===== config.mk =====
export PLATFORM = sky130hd
export DESIGN_NAME = pmr_result_regs
export DESIGN_NICKNAME = d
export VERILOG_FILES = /design/src/rtl/pmr_pkg.sv /design/src/rtl/pmr_result_regs.sv
export VERILOG_INCLUDE_DIRS = /design/src /design/src/rtl
export SDC_FILE = /design/constraint.sdc
export NUM_CORES = 2
export LEC_CHECK = 0
export BUFFER_PORTS_ARGS = -buffer_cell sky130_fd_sc_hd__buf_2
export CAP_MARGIN = 20
export CORE_MARGIN = 10
export CORE_UTILIZATION = 30
export DETAILED_ROUTE_END_ITERATION = 10
export GPL_ROUTABILITY_DRIVEN = 0
export PLACE_DENSITY_LB_ADDON = 0.15
export SLEW_MARGIN = 10
export SYNTH_ARGS = -nofsm -noshare
export SYNTH_HDL_FRONTEND = slang
export SYNTH_SLANG_ARGS = --single-unit

===== constraint.sdc =====
create_clock -name hclk -period 63.8 [get_ports hclk]
set_input_delay 12.76 -clock hclk [delete_from_list [all_inputs] [get_ports hclk]]
set_output_delay 12.76 -clock hclk [all_outputs]
set_load 0.02 [all_outputs]

===== src/rtl/pmr_regs.svh =====
// Purpose: Offsets, field positions, reset values and timing counts
// Assumes: 125 MHz hclk, AHB-Lite word registers
// Notes:   Offsets are register indices; byte address is index times four
`ifndef PMR_REGS_SVH
`define PMR_REGS_SVH
// ****************************************
// Register indices
// ****************************************
`define PMR_IDX_CONFIG      6'h00
`define PMR_IDX_ADC_CONFIG  6'h01
`define PMR_IDX_STATUS      6'h02
`define PMR_IDX_MASK        6'h03
`define PMR_IDX_BUS_VOLTAGE_RESULT_RES    6'h05
`define PMR_IDX_TEMP_RES    6'h06
`define PMR_IDX_CURR_RES    6'h07
`define PMR_IDX_POWER_RES   6'h08
`define PMR_IDX_ENERGY_LO   6'h09
`define PMR_IDX_CHARGE_LO   6'h0a
`define PMR_IDX_ENERGY_HI   6'h19
`define PMR_IDX_CHARGE_HI   6'h1a
`define PMR_IDX_DEVICE_ID   6'h3e
// ****************************************
// Fields
// ****************************************
`define PMR_CFG_ACC_CLEAR   0
`define PMR_CFG_RUN         1
`define PMR_ADC_CT_LSB      0
`define PMR_ADC_AVG_LSB     4
`define PMR_ST_CHARGE_OF    0
`define PMR_ST_READY        1
`define PMR_CFG_RESET       32'h0000_0002
`define PMR_ADC_RESET       32'h0000_0017
`define PMR_DEVICE_ID       16'h0a5c // Arbitrary value
// ****************************************
// Timing
// ****************************************
`define PMR_CLK_MHZ         125
`define PMR_CT_US_LIST      '{50, 84, 150, 280, 540, 1052, 2074, 4120}
`endif


===== src/rtl/pmr_pkg.sv =====
// Purpose: Types shared by the power monitor result block
// Assumes: Nothing beyond the constants header
// Notes:   Scales are in comments beside the fields
package pmr_pkg;
   // ****************************************
   // Sample from the converter front end
   // ****************************************
   typedef struct packed {
      logic signed [19:0] current;   // 75 uA per code
      logic signed [19:0] bus_voltage_result;      // 195.3125 uV per code, may be negative; result clamps to zero
      logic signed [15:0] temp;      // 7.8125 m-degC per code
   } pmr_sample_t;
   typedef struct packed {
      logic [2:0] conv_time;
      logic [2:0] avg_sel;
   } pmr_adc_t;
   typedef enum logic [1:0] {
      PMR_PH_TEMP,
      PMR_PH_CURR,
      PMR_PH_BUS_VOLTAGE_RESULT
   } pmr_phase_t;
endpackage


===== src/rtl/pmr_result_regs.sv =====
// Purpose: Result registers, accumulators and conversion sequencing
// Assumes: Converter front end delivers raw codes; AHB-Lite register access
// Notes:   Interrupt high while any unmasked status bit is set
//
// How it works
// - Current result is 20-bit signed, 75 uA per code.
// - Bus voltage is 20-bit signed field, never negative, 195.3125 uV step.
// - Bus voltage coding spans 102.4 V though silicon stops at 85 V.
// - Die temperature is 16-bit signed, 7.8125 m-degC per code.
// - Power 24-bit unsigned; energy and charge 40-bit unsigned.
// - Signed fields use two's complement.
// - Energy accumulator wraps to zero on overflow, no flag.
// - Writing one to accumulator clear zeroes energy at any time.
// - Charge overflow sets the sticky charge overflow flag.
// - Eight conversion times from 50 us to 4120 us.
// - Averaging counts of 1, 4, 16 and more samples.
// - One result every conversion time times averaging count.
// - After reset, converts temperature, current, bus voltage continuously.
`timescale 1ns/1ps
`include "pmr_regs.svh"
module pmr_result_regs #(
   parameter int AVG_MAX_LOG = 10
) (
   input  wire logic                 hclk,
   input  wire logic                 hresetn,
   input  wire logic                 hsel,
   input  wire logic [31:0]          haddr,
   input  wire logic [1:0]           htrans,
   input  wire logic                 hwrite,
   input  wire logic [2:0]           hsize,
   input  wire logic [31:0]          hwdata,
   input  wire logic                 hready,
   output logic      [31:0]          hrdata,
   output logic                      hreadyout,
   output logic                      hresp,
   input  wire pmr_pkg::pmr_sample_t adc_sample,
   output logic                      irq
);
   import pmr_pkg::*;

   // ****************************************
   // Timing table
   // ****************************************
   localparam int CT_US [8] = `PMR_CT_US_LIST;
   function automatic logic [19:0] ct_cycles(input logic [2:0] sel);
      ct_cycles = 20'(CT_US[sel] * `PMR_CLK_MHZ);
   endfunction
   // One conversion time covers all three channel slots, so the result
   // rate is the conversion time times the averaging count
   function automatic logic [19:0] slot_cycles(input logic [2:0] sel);
      slot_cycles = 20'((CT_US[sel] * `PMR_CLK_MHZ) / 3);
   endfunction

   // ****************************************
   // Bus address phase capture
   // ****************************************
   logic        ap_wr;
   logic        ap_rd;
   logic [5:0]  ap_idx;
   wire         take   = hsel & hready & htrans[1];
   wire  [5:0]  idx_in = haddr[7:2];

   always_ff @(posedge hclk or negedge hresetn) begin
      if (!hresetn) begin
         ap_wr  <= 1'b0;
         ap_rd  <= 1'b0;
         ap_idx <= 6'h00;
      end else begin
         ap_wr  <= take & hwrite;
         ap_rd  <= take & ~hwrite;
         ap_idx <= idx_in;
      end
   end

   // ****************************************
   // Control registers
   // ****************************************
   logic [31:0] cfg;
   logic [31:0] adc_cfg;
   logic [1:0]  status;
   logic [1:0]  mask;
   wire  wr_cfg  = ap_wr & (ap_idx == `PMR_IDX_CONFIG);
   wire  wr_adc  = ap_wr & (ap_idx == `PMR_IDX_ADC_CONFIG);
   wire  wr_stat = ap_wr & (ap_idx == `PMR_IDX_STATUS);
   wire  wr_mask = ap_wr & (ap_idx == `PMR_IDX_MASK);
   // Clear bit is a self-clearing strobe, never stored
   wire  acc_clear = wr_cfg & hwdata[`PMR_CFG_ACC_CLEAR];
   wire  run       = cfg[`PMR_CFG_RUN];
   pmr_adc_t adc;
   assign adc.conv_time = adc_cfg[`PMR_ADC_CT_LSB +: 3];
   assign adc.avg_sel   = adc_cfg[`PMR_ADC_AVG_LSB +: 3];

   always_ff @(posedge hclk or negedge hresetn) begin
      if (!hresetn) begin
         cfg     <= `PMR_CFG_RESET;
         adc_cfg <= `PMR_ADC_RESET;
         mask    <= 2'h0;
      end else begin
         if (wr_cfg)
            cfg <= {30'h0, hwdata[`PMR_CFG_RUN], 1'b0};
         if (wr_adc)
            adc_cfg <= {25'h0, hwdata[6:4], 1'b0, hwdata[2:0]};
         if (wr_mask)
            mask <= hwdata[1:0];
      end
   end

   // ****************************************
   // Conversion sequencer
   // ****************************************
   pmr_phase_t  phase;
   pmr_phase_t  next_phase;
   logic [19:0] tick_cnt;
   logic [10:0] avg_cnt;
   wire  [3:0]  avg_log  = (adc.avg_sel == 3'h0) ? 4'h0 :
                           (adc.avg_sel > 3'h5)  ? 4'(AVG_MAX_LOG) :
                           {adc.avg_sel, 1'b0};
   wire  [10:0] avg_len  = 11'h1 << avg_log;
   wire         last_ph  = phase == PMR_PH_BUS_VOLTAGE_RESULT;
   // Last slot takes the remainder of the split, so a round is exact
   wire  [19:0] ct_full  = ct_cycles(adc.conv_time);
   wire  [19:0] slot_a   = slot_cycles(adc.conv_time);
   wire  [19:0] slot_len = last_ph ? ct_full - {slot_a[18:0], 1'b0}
                                   : slot_a;
   wire         conv_end = run & (tick_cnt >= slot_len - 20'h1);
   wire         avg_done = conv_end & last_ph & (avg_cnt >= avg_len - 11'h1);

   always_comb begin
      next_phase = phase;
      unique case (phase)
         PMR_PH_TEMP: next_phase = PMR_PH_CURR;
         PMR_PH_CURR: next_phase = PMR_PH_BUS_VOLTAGE_RESULT;
         PMR_PH_BUS_VOLTAGE_RESULT: next_phase = PMR_PH_TEMP;
      endcase
   end

   always_ff @(posedge hclk or negedge hresetn) begin
      if (!hresetn) begin
         phase    <= PMR_PH_TEMP;
         tick_cnt <= 20'h0;
         avg_cnt  <= 11'h0;
      end else if (run) begin
         tick_cnt <= conv_end ? 20'h0 : tick_cnt + 20'h1;
         if (conv_end)
            phase <= next_phase;
         if (avg_done)
            avg_cnt <= 11'h0;
         else if (conv_end & last_ph)
            avg_cnt <= avg_cnt + 11'h1;
      end
   end

   // ****************************************
   // Averaging sums, one per channel
   // ****************************************
   // Sums are wide enough for 1024 samples, so no saturation is needed
   logic [2:0][29:0] raw_ext;
   wire              first = avg_cnt == 11'h0;
   wire  [3:0]       shift = avg_log;
   // Slot order of the sequencer: temperature, current, bus voltage
   assign raw_ext = {30'(adc_sample.bus_voltage_result), 30'(adc_sample.current),
                     30'(adc_sample.temp)};

   generate
      for (genvar ch = 0; ch < 3; ch++) begin : g_sum
         logic signed [29:0] acc;
         wire                hit = conv_end & (phase == pmr_phase_t'(ch));
         always_ff @(posedge hclk or negedge hresetn) begin
            if (!hresetn)
               acc <= 30'sh0;
            else if (hit)
               acc <= (first ? 30'sh0 : acc) + $signed(raw_ext[ch]);
         end
      end
   endgenerate
   wire signed [29:0] sum_temp = g_sum[0].acc;
   wire signed [29:0] sum_curr = g_sum[1].acc;
   wire signed [29:0] sum_bus_voltage_result = g_sum[2].acc;

   // ****************************************
   // Results and accumulators
   // ****************************************
   logic signed [19:0] curr_res;
   logic signed [19:0] bus_voltage_result_res;
   logic signed [15:0] temp_res;
   logic        [23:0] power_res;
   logic        [39:0] energy;
   logic        [39:0] charge;
   // The bus voltage slot closes the round, so its newest code joins here;
   // a stale sum from the previous round must not leak into a first sample
   wire  signed [29:0] bus_voltage_result_sum_n = (first ? 30'sh0 : sum_bus_voltage_result)
                                    + $signed(raw_ext[2]);
   wire  signed [19:0] next_curr  = 20'(sum_curr >>> shift);
   wire  signed [19:0] bus_voltage_result_avg   = 20'(bus_voltage_result_sum_n >>> shift);
   // Negative bus readings are noise near zero; clamp keeps the field positive
   wire  signed [19:0] next_bus_voltage_result  = bus_voltage_result_avg[19] ? 20'sh0 : bus_voltage_result_avg;
   wire         [19:0] curr_mag   = next_curr[19] ? 20'(-next_curr)
                                                  : next_curr;
   // 75 uA x 195.3125 uV = 14.65 nW; 240 uW / that = 2^14
   wire         [38:0] pwr_prod   = 39'(curr_mag) * 39'(next_bus_voltage_result);
   wire         [23:0] next_power = 24'(pwr_prod >> 14);
   // Energy per result: power x 1 count (one 240 uW step per power code)
   wire         [40:0] next_energy = 41'(energy) + 41'(next_power);
   wire         [40:0] next_charge = 41'(charge) + 41'(curr_mag);
   wire         charge_of = avg_done & next_charge[40];

   always_ff @(posedge hclk or negedge hresetn) begin
      if (!hresetn) begin
         curr_res  <= 20'sh0;
         bus_voltage_result_res  <= 20'sh0;
         temp_res  <= 16'sh0;
         power_res <= 24'h0;
      end else if (avg_done) begin
         curr_res  <= next_curr;
         bus_voltage_result_res  <= next_bus_voltage_result;
         temp_res  <= 16'(sum_temp >>> shift);
         power_res <= next_power;
      end
   end

   always_ff @(posedge hclk or negedge hresetn) begin
      if (!hresetn) begin
         energy <= 40'h0;
         charge <= 40'h0;
      end else if (acc_clear) begin
         energy <= 40'h0;
         charge <= 40'h0;
      end else if (avg_done) begin
         energy <= next_energy[39:0];
         charge <= next_charge[39:0];
      end
   end

   // ****************************************
   // Status, mask and interrupt
   // ****************************************
   // Hardware set wins over a write-one-to-clear in the same cycle
   always_ff @(posedge hclk or negedge hresetn) begin
      if (!hresetn) begin
         status <= 2'h0;
      end else begin
         status[`PMR_ST_CHARGE_OF] <= charge_of |
            (status[`PMR_ST_CHARGE_OF] &
             ~(wr_stat & hwdata[`PMR_ST_CHARGE_OF]));
         status[`PMR_ST_READY] <= avg_done |
            (status[`PMR_ST_READY] & ~(wr_stat & hwdata[`PMR_ST_READY]));
      end
   end

   always_ff @(posedge hclk or negedge hresetn) begin
      if (!hresetn)
         irq <= 1'b0;
      else
         irq <= |(status & mask);
   end

   // ****************************************
   // Read path with snapshot of upper words
   // ****************************************
   // Reading a low word latches its upper byte, so high reads stay coherent
   logic [7:0] energy_hi;
   logic [7:0] charge_hi;
   wire  [31:0] rd_mux;

   // ****************************************
   // Read select
   // ****************************************
   wire  sel_cfg  = idx_in == `PMR_IDX_CONFIG;
   wire  sel_adc  = idx_in == `PMR_IDX_ADC_CONFIG;
   wire  sel_stat = idx_in == `PMR_IDX_STATUS;
   wire  sel_mask = idx_in == `PMR_IDX_MASK;
   wire  sel_bus_voltage_result = idx_in == `PMR_IDX_BUS_VOLTAGE_RESULT_RES;
   wire  sel_temp = idx_in == `PMR_IDX_TEMP_RES;
   wire  sel_curr = idx_in == `PMR_IDX_CURR_RES;
   wire  sel_pwr  = idx_in == `PMR_IDX_POWER_RES;
   wire  sel_e_lo = idx_in == `PMR_IDX_ENERGY_LO;
   wire  sel_c_lo = idx_in == `PMR_IDX_CHARGE_LO;
   wire  sel_e_hi = idx_in == `PMR_IDX_ENERGY_HI;
   wire  sel_c_hi = idx_in == `PMR_IDX_CHARGE_HI;
   wire  sel_id   = idx_in == `PMR_IDX_DEVICE_ID;
   wire  rd_e_lo  = take & ~hwrite & sel_e_lo;
   wire  rd_c_lo  = take & ~hwrite & sel_c_lo;

   // Unmapped indices select nothing and read as zero
   assign rd_mux = ({32{sel_cfg}}  & cfg)
                 | ({32{sel_adc}}  & adc_cfg)
                 | ({32{sel_stat}} & {30'h0, status})
                 | ({32{sel_mask}} & {30'h0, mask})
                 | ({32{sel_bus_voltage_result}} & {12'h0, bus_voltage_result_res})
                 | ({32{sel_temp}} & {16'h0, temp_res})
                 | ({32{sel_curr}} & {12'h0, curr_res})
                 | ({32{sel_pwr}}  & {8'h0, power_res})
                 | ({32{sel_e_lo}} & energy[31:0])
                 | ({32{sel_c_lo}} & charge[31:0])
                 | ({32{sel_e_hi}} & {24'h0, energy_hi})
                 | ({32{sel_c_hi}} & {24'h0, charge_hi})
                 | ({32{sel_id}}   & {16'h0, `PMR_DEVICE_ID});

   always_ff @(posedge hclk or negedge hresetn) begin
      if (!hresetn) begin
         hrdata    <= 32'h0;
         energy_hi <= 8'h0;
         charge_hi <= 8'h0;
         hreadyout <= 1'b1;
         hresp     <= 1'b0;
      end else begin
         hrdata    <= (take & ~hwrite) ? rd_mux : 32'h0;
         hreadyout <= 1'b1;
         hresp     <= 1'b0;
         if (rd_e_lo)
            energy_hi <= energy[39:32];
         if (rd_c_lo)
            charge_hi <= charge[39:32];
      end
   end
endmodule


==> run_results.csv <==
group,metric,value,unit
clock_network,cts_hold_buffers,0,
sta,tns,0,ps
power,power.density,51.3,mW/mm2
sta,post-route-period-util,53.5,%
placed_design,port_buffers,106,
critical_path,cp_data_arrival_time,34610,ps
final_layout,final_area,0.0516,mm2
clock_network,ctsHtreeMaxLevel,2,
run,drv_cap,0,
floorplanning,rows,145,
yosys,synth_xor_area_share,6.39,%
worst_hold_path,hold_end,"g_sum[2].acc[11]",
floorplanning,dieHeight,417,um
clock_network,root_buffer,"clkbuf_16",
status,outcome,"complete, no violations",
final_layout,nets,6696,
floorplanning,ios,165,
critical_path,critPathMaxFanout,37,
worst_hold_path,hold_class,"flop to flop",
yosys,synth_top_area_cell,"dfrtp_1",
floorplanning,start_util,30.2,%
drt,avgViaCountPerCell,5.24,
yosys,synth_area_leaders,"dfrtp_1 18%, fa_1 14%, ha_1 9.6%",
yosys,postSynthCellCount,5895,
sta,hold_viol,0,
drt,drtIter0Drc,2646,
drt,route.vias.total,41700,
critical_path,path_common_cell,"o21ai_0",
critical_path,r2r_end,"charge[38]",
global_route,grt_pass1_vias,42100,
critical_path,crit_path_max_incr_delay,770,ps
yosys,async_reset_ff_share,100,%
sta,fmax,29.3,MHz
final_layout,instances_no_fill,7960,
yosys,synth-edff-count,0,
critical_path,regToRegSetupSlack,29650,ps
final_layout,n_fill_cell,16600,
clock_network,cts_buffers,42,
global_route,grt_pass1_wl,251000,um
clock_network,cts_tree,"done",
sta,rsz0062_at_grt,"false",
drt,finalWirelength,159000,um
clock_network,cts_setup_buffers,0,
power,p_leak,23.8,nW
yosys,synth-adder-area-share,23.7,%
critical_path,required,64250,ps
sta,skew,52.3,ps
floorplanning,die_w,417,um
yosys,synth_mux_area_share,3.68,%
critical_path,worstRegToRegCells,118,
critical_path,r2r_start,"adc_cfg[0]",
sta,max_slew_margin,26.7,%
sta,min_period,34150,ps
critical_path,crit_type,"flop to flop",
global_route,grt_usage,17.9,%
drt,drt_first_pass_iters,7,
global_route,grt_max_degree,111,
final_layout,syn_to_final_growth,9.30,%
yosys,synth_compound_area_share,19.1,%
yosys,synth_seq_area_share,18.3,%
critical_path,critPathSlowestCell,"a2111oi_1",
sta,fin_hold_ws,466,ps
floorplanning,dieArea,0.174,mm2
placed_design,post-place-cells,7885,
placed_design,dpl_cell_area,0.0501,mm2
clock_network,clk_latency,610,ps
critical_path,critPathCaptureType,"flop",
drt,drc,0,
clock_network,path_clk_slew,60,ps
final_layout,drive_above_1_share,8.85,%
worst_hold_path,hold_depth,2,
placed_design,hpwl,123000,um
yosys,yosysWarnings,0,
yosys,synth_top_family_by_area,"adder cells",
power,vdd_drop_max,0.0915,mV
sta,finalSetupViolCount,0,
clock_network,cts.sinks,345,
yosys,yosysUniqueCellTypes,138,
yosys,yosysTopAreaCellShare,18.0,%
global_route,antenna_found_initial,6,
sta,worst_slew_pin_slew,1100,ps
final_layout,multiInputGateArea,0.0357,mm2
global_route,globalRouteOverflowTotal,0,
yosys,ys_seq_elements,345,
yosys,synthFlopType,"dfrtp_1",
clock_network,clock_path_buffers,3,
sta,slew_violations,0,
yosys,syn-cell-area,0.0472,mm2
clock_network,cts_resized,0,
drt,antenna_left,0,
critical_path,start_kind,"flop",
final_layout,seqCellArea,0.00864,mm2
worst_hold_path,hp-start,"g_sum[2].acc[11]",
drt,wl_per_cell,20.0,um
yosys,synth-simple-area-share,22.3,%
yosys,avgSynthCellArea,8.01,um2
floorplanning,core,0.156,mm2
==> stage by stage <==
| stage | util [%] | total power, mW | setup slack [ps] |
|---|---|---|---|
| 2_1_floorplan | - | 1.80 | 36090 |
| 3_3_place_gp | 32.1 | 2.36 | 29180 |
| 3_5_place_dp | 32.1 | 2.36 | 30020 |
| 4_1_cts | 33.0 | 2.63 | 29900 |
| 5_1_grt | 33.0 | 2.88 | 26750 |
| 6_report | 33.0 | 2.65 | 29650 |
==> metal layers <==
layer / GRT usage [%] / wire, um / vias to the layer above
met2: 31.9 / 78400 / 733
li1: - / - / 20200
met5: 0 / 7 / -
met3: 1.27 / 4390 / 141
met4: 3.39 / 2990 / 2
met1: 23.8 / 73600 / 20600
==> synthesized netlist by cell type, drive strengths merged, types with 49 or more instances <==
master	number
a211oi	68
a21o	69
a21oi	374
a31oi	59
and2	166
and3	53
buf	49
clkbuf	221
dfrtp	340
fa	331
ha	364
inv	536
mux2	64
mux2i	101
nand2	840
nand2b	59
nand3	125
nand4	54
nor2	489
nor2b	75
nor3	129
o21ai	298
o21bai	100
xnor2	241
xor2	95
==> worst max-delay path, delay by kind of cell, from the launching register on <==
family,cells,cell delay (ps)
flops,1,700
xor+xnor,6,1500
mux,4,2010
buf+inv,15,3280
compound gates,41,11440
fa+ha+maj,10,4250
simple gates,42,10650
==> sequential cells by signal (all words and copies together) (netlist names), 8 cells and up <==
name and count:
g_sum.acc 86, charge 40, energy 40, hrdata 32, power_res 24, curr_res 20
tick_cnt 20, bus_voltage_result_res 19, temp_res 16, avg_cnt 11, charge_hi 8, energy_hi 8
==> logic make-up after synthesis <==
logic type	after synthesis
flops	345
fa+ha+maj	696
other cells	2
simple gates	2196
buf+inv	809
mux	165
compound gates	1345
xor+xnor	337
==> power breakdown <==
part	internal (mW)	switching (mW)	total, mW	leakage, nW
sequential	0.234	0.0139	0.248	4.69
combinational	0.707	1.43	2.14	18.4
clock	0.153	0.108	0.261	0.715
==> worst max-delay path by stage <==
| stage | slack [ps] | endpoint | from |
|---|---|---|---|
| global placement | 29180 | charge[38] | adc_cfg[0] |
| global route | 26750 | charge[38] | adc_cfg[0] |
| detailed placement | 30020 | charge[38] | adc_cfg[0] |
| floorplan | 36090 | energy[37] | adc_sample[17] |
| finish | 29650 | charge[38] | adc_cfg[0] |
| CTS | 29900 | charge[38] | adc_cfg[0] |
==> area by class of cell <==
type	count	area share, %
Multi-Input combinational cell	4743	69.1
Sequential cell	345	16.7
Tap cell	2058	4.99
Inverter	539	3.92
Timing Repair Buffer	200	2.41
Clock buffer	58	2.33
Clock inverter	16	0.533
Antenna cell	1	0.00485
==> placed cells by master, fill, tap and decap left out, types with 29 or more instances in the layout <==
master	Yosys	routed
inv_1	528	528
dfrtp_1	340	338
nor4_1	34	34
nand4_1	53	53
o21ai_0	274	273
buf_2	17	105
a21oi_1	368	361
o211ai_1	35	35
o31ai_1	30	30
nand2b_1	59	58
fa_1	331	331
a22oi_1	29	29
and2_1	162	161
o21bai_1	100	100
mux2_2	62	62
or2_2	30	30
nand3_1	120	119
buf_4	6	93
nor3_1	119	116
a211oi_1	57	57
nor2b_1	75	75
nand2_1	838	837
or3_1	37	37
a21o_1	69	69
xor2_1	90	87
xnor2_1	239	235
a31oi_1	59	59
o21a_1	33	33
clkbuf_16	0	42
mux2i_1	101	101
ha_1	364	364
and3_1	53	53
nor2_1	485	481
No activity file was read; power rests on OpenSTA's default activity.
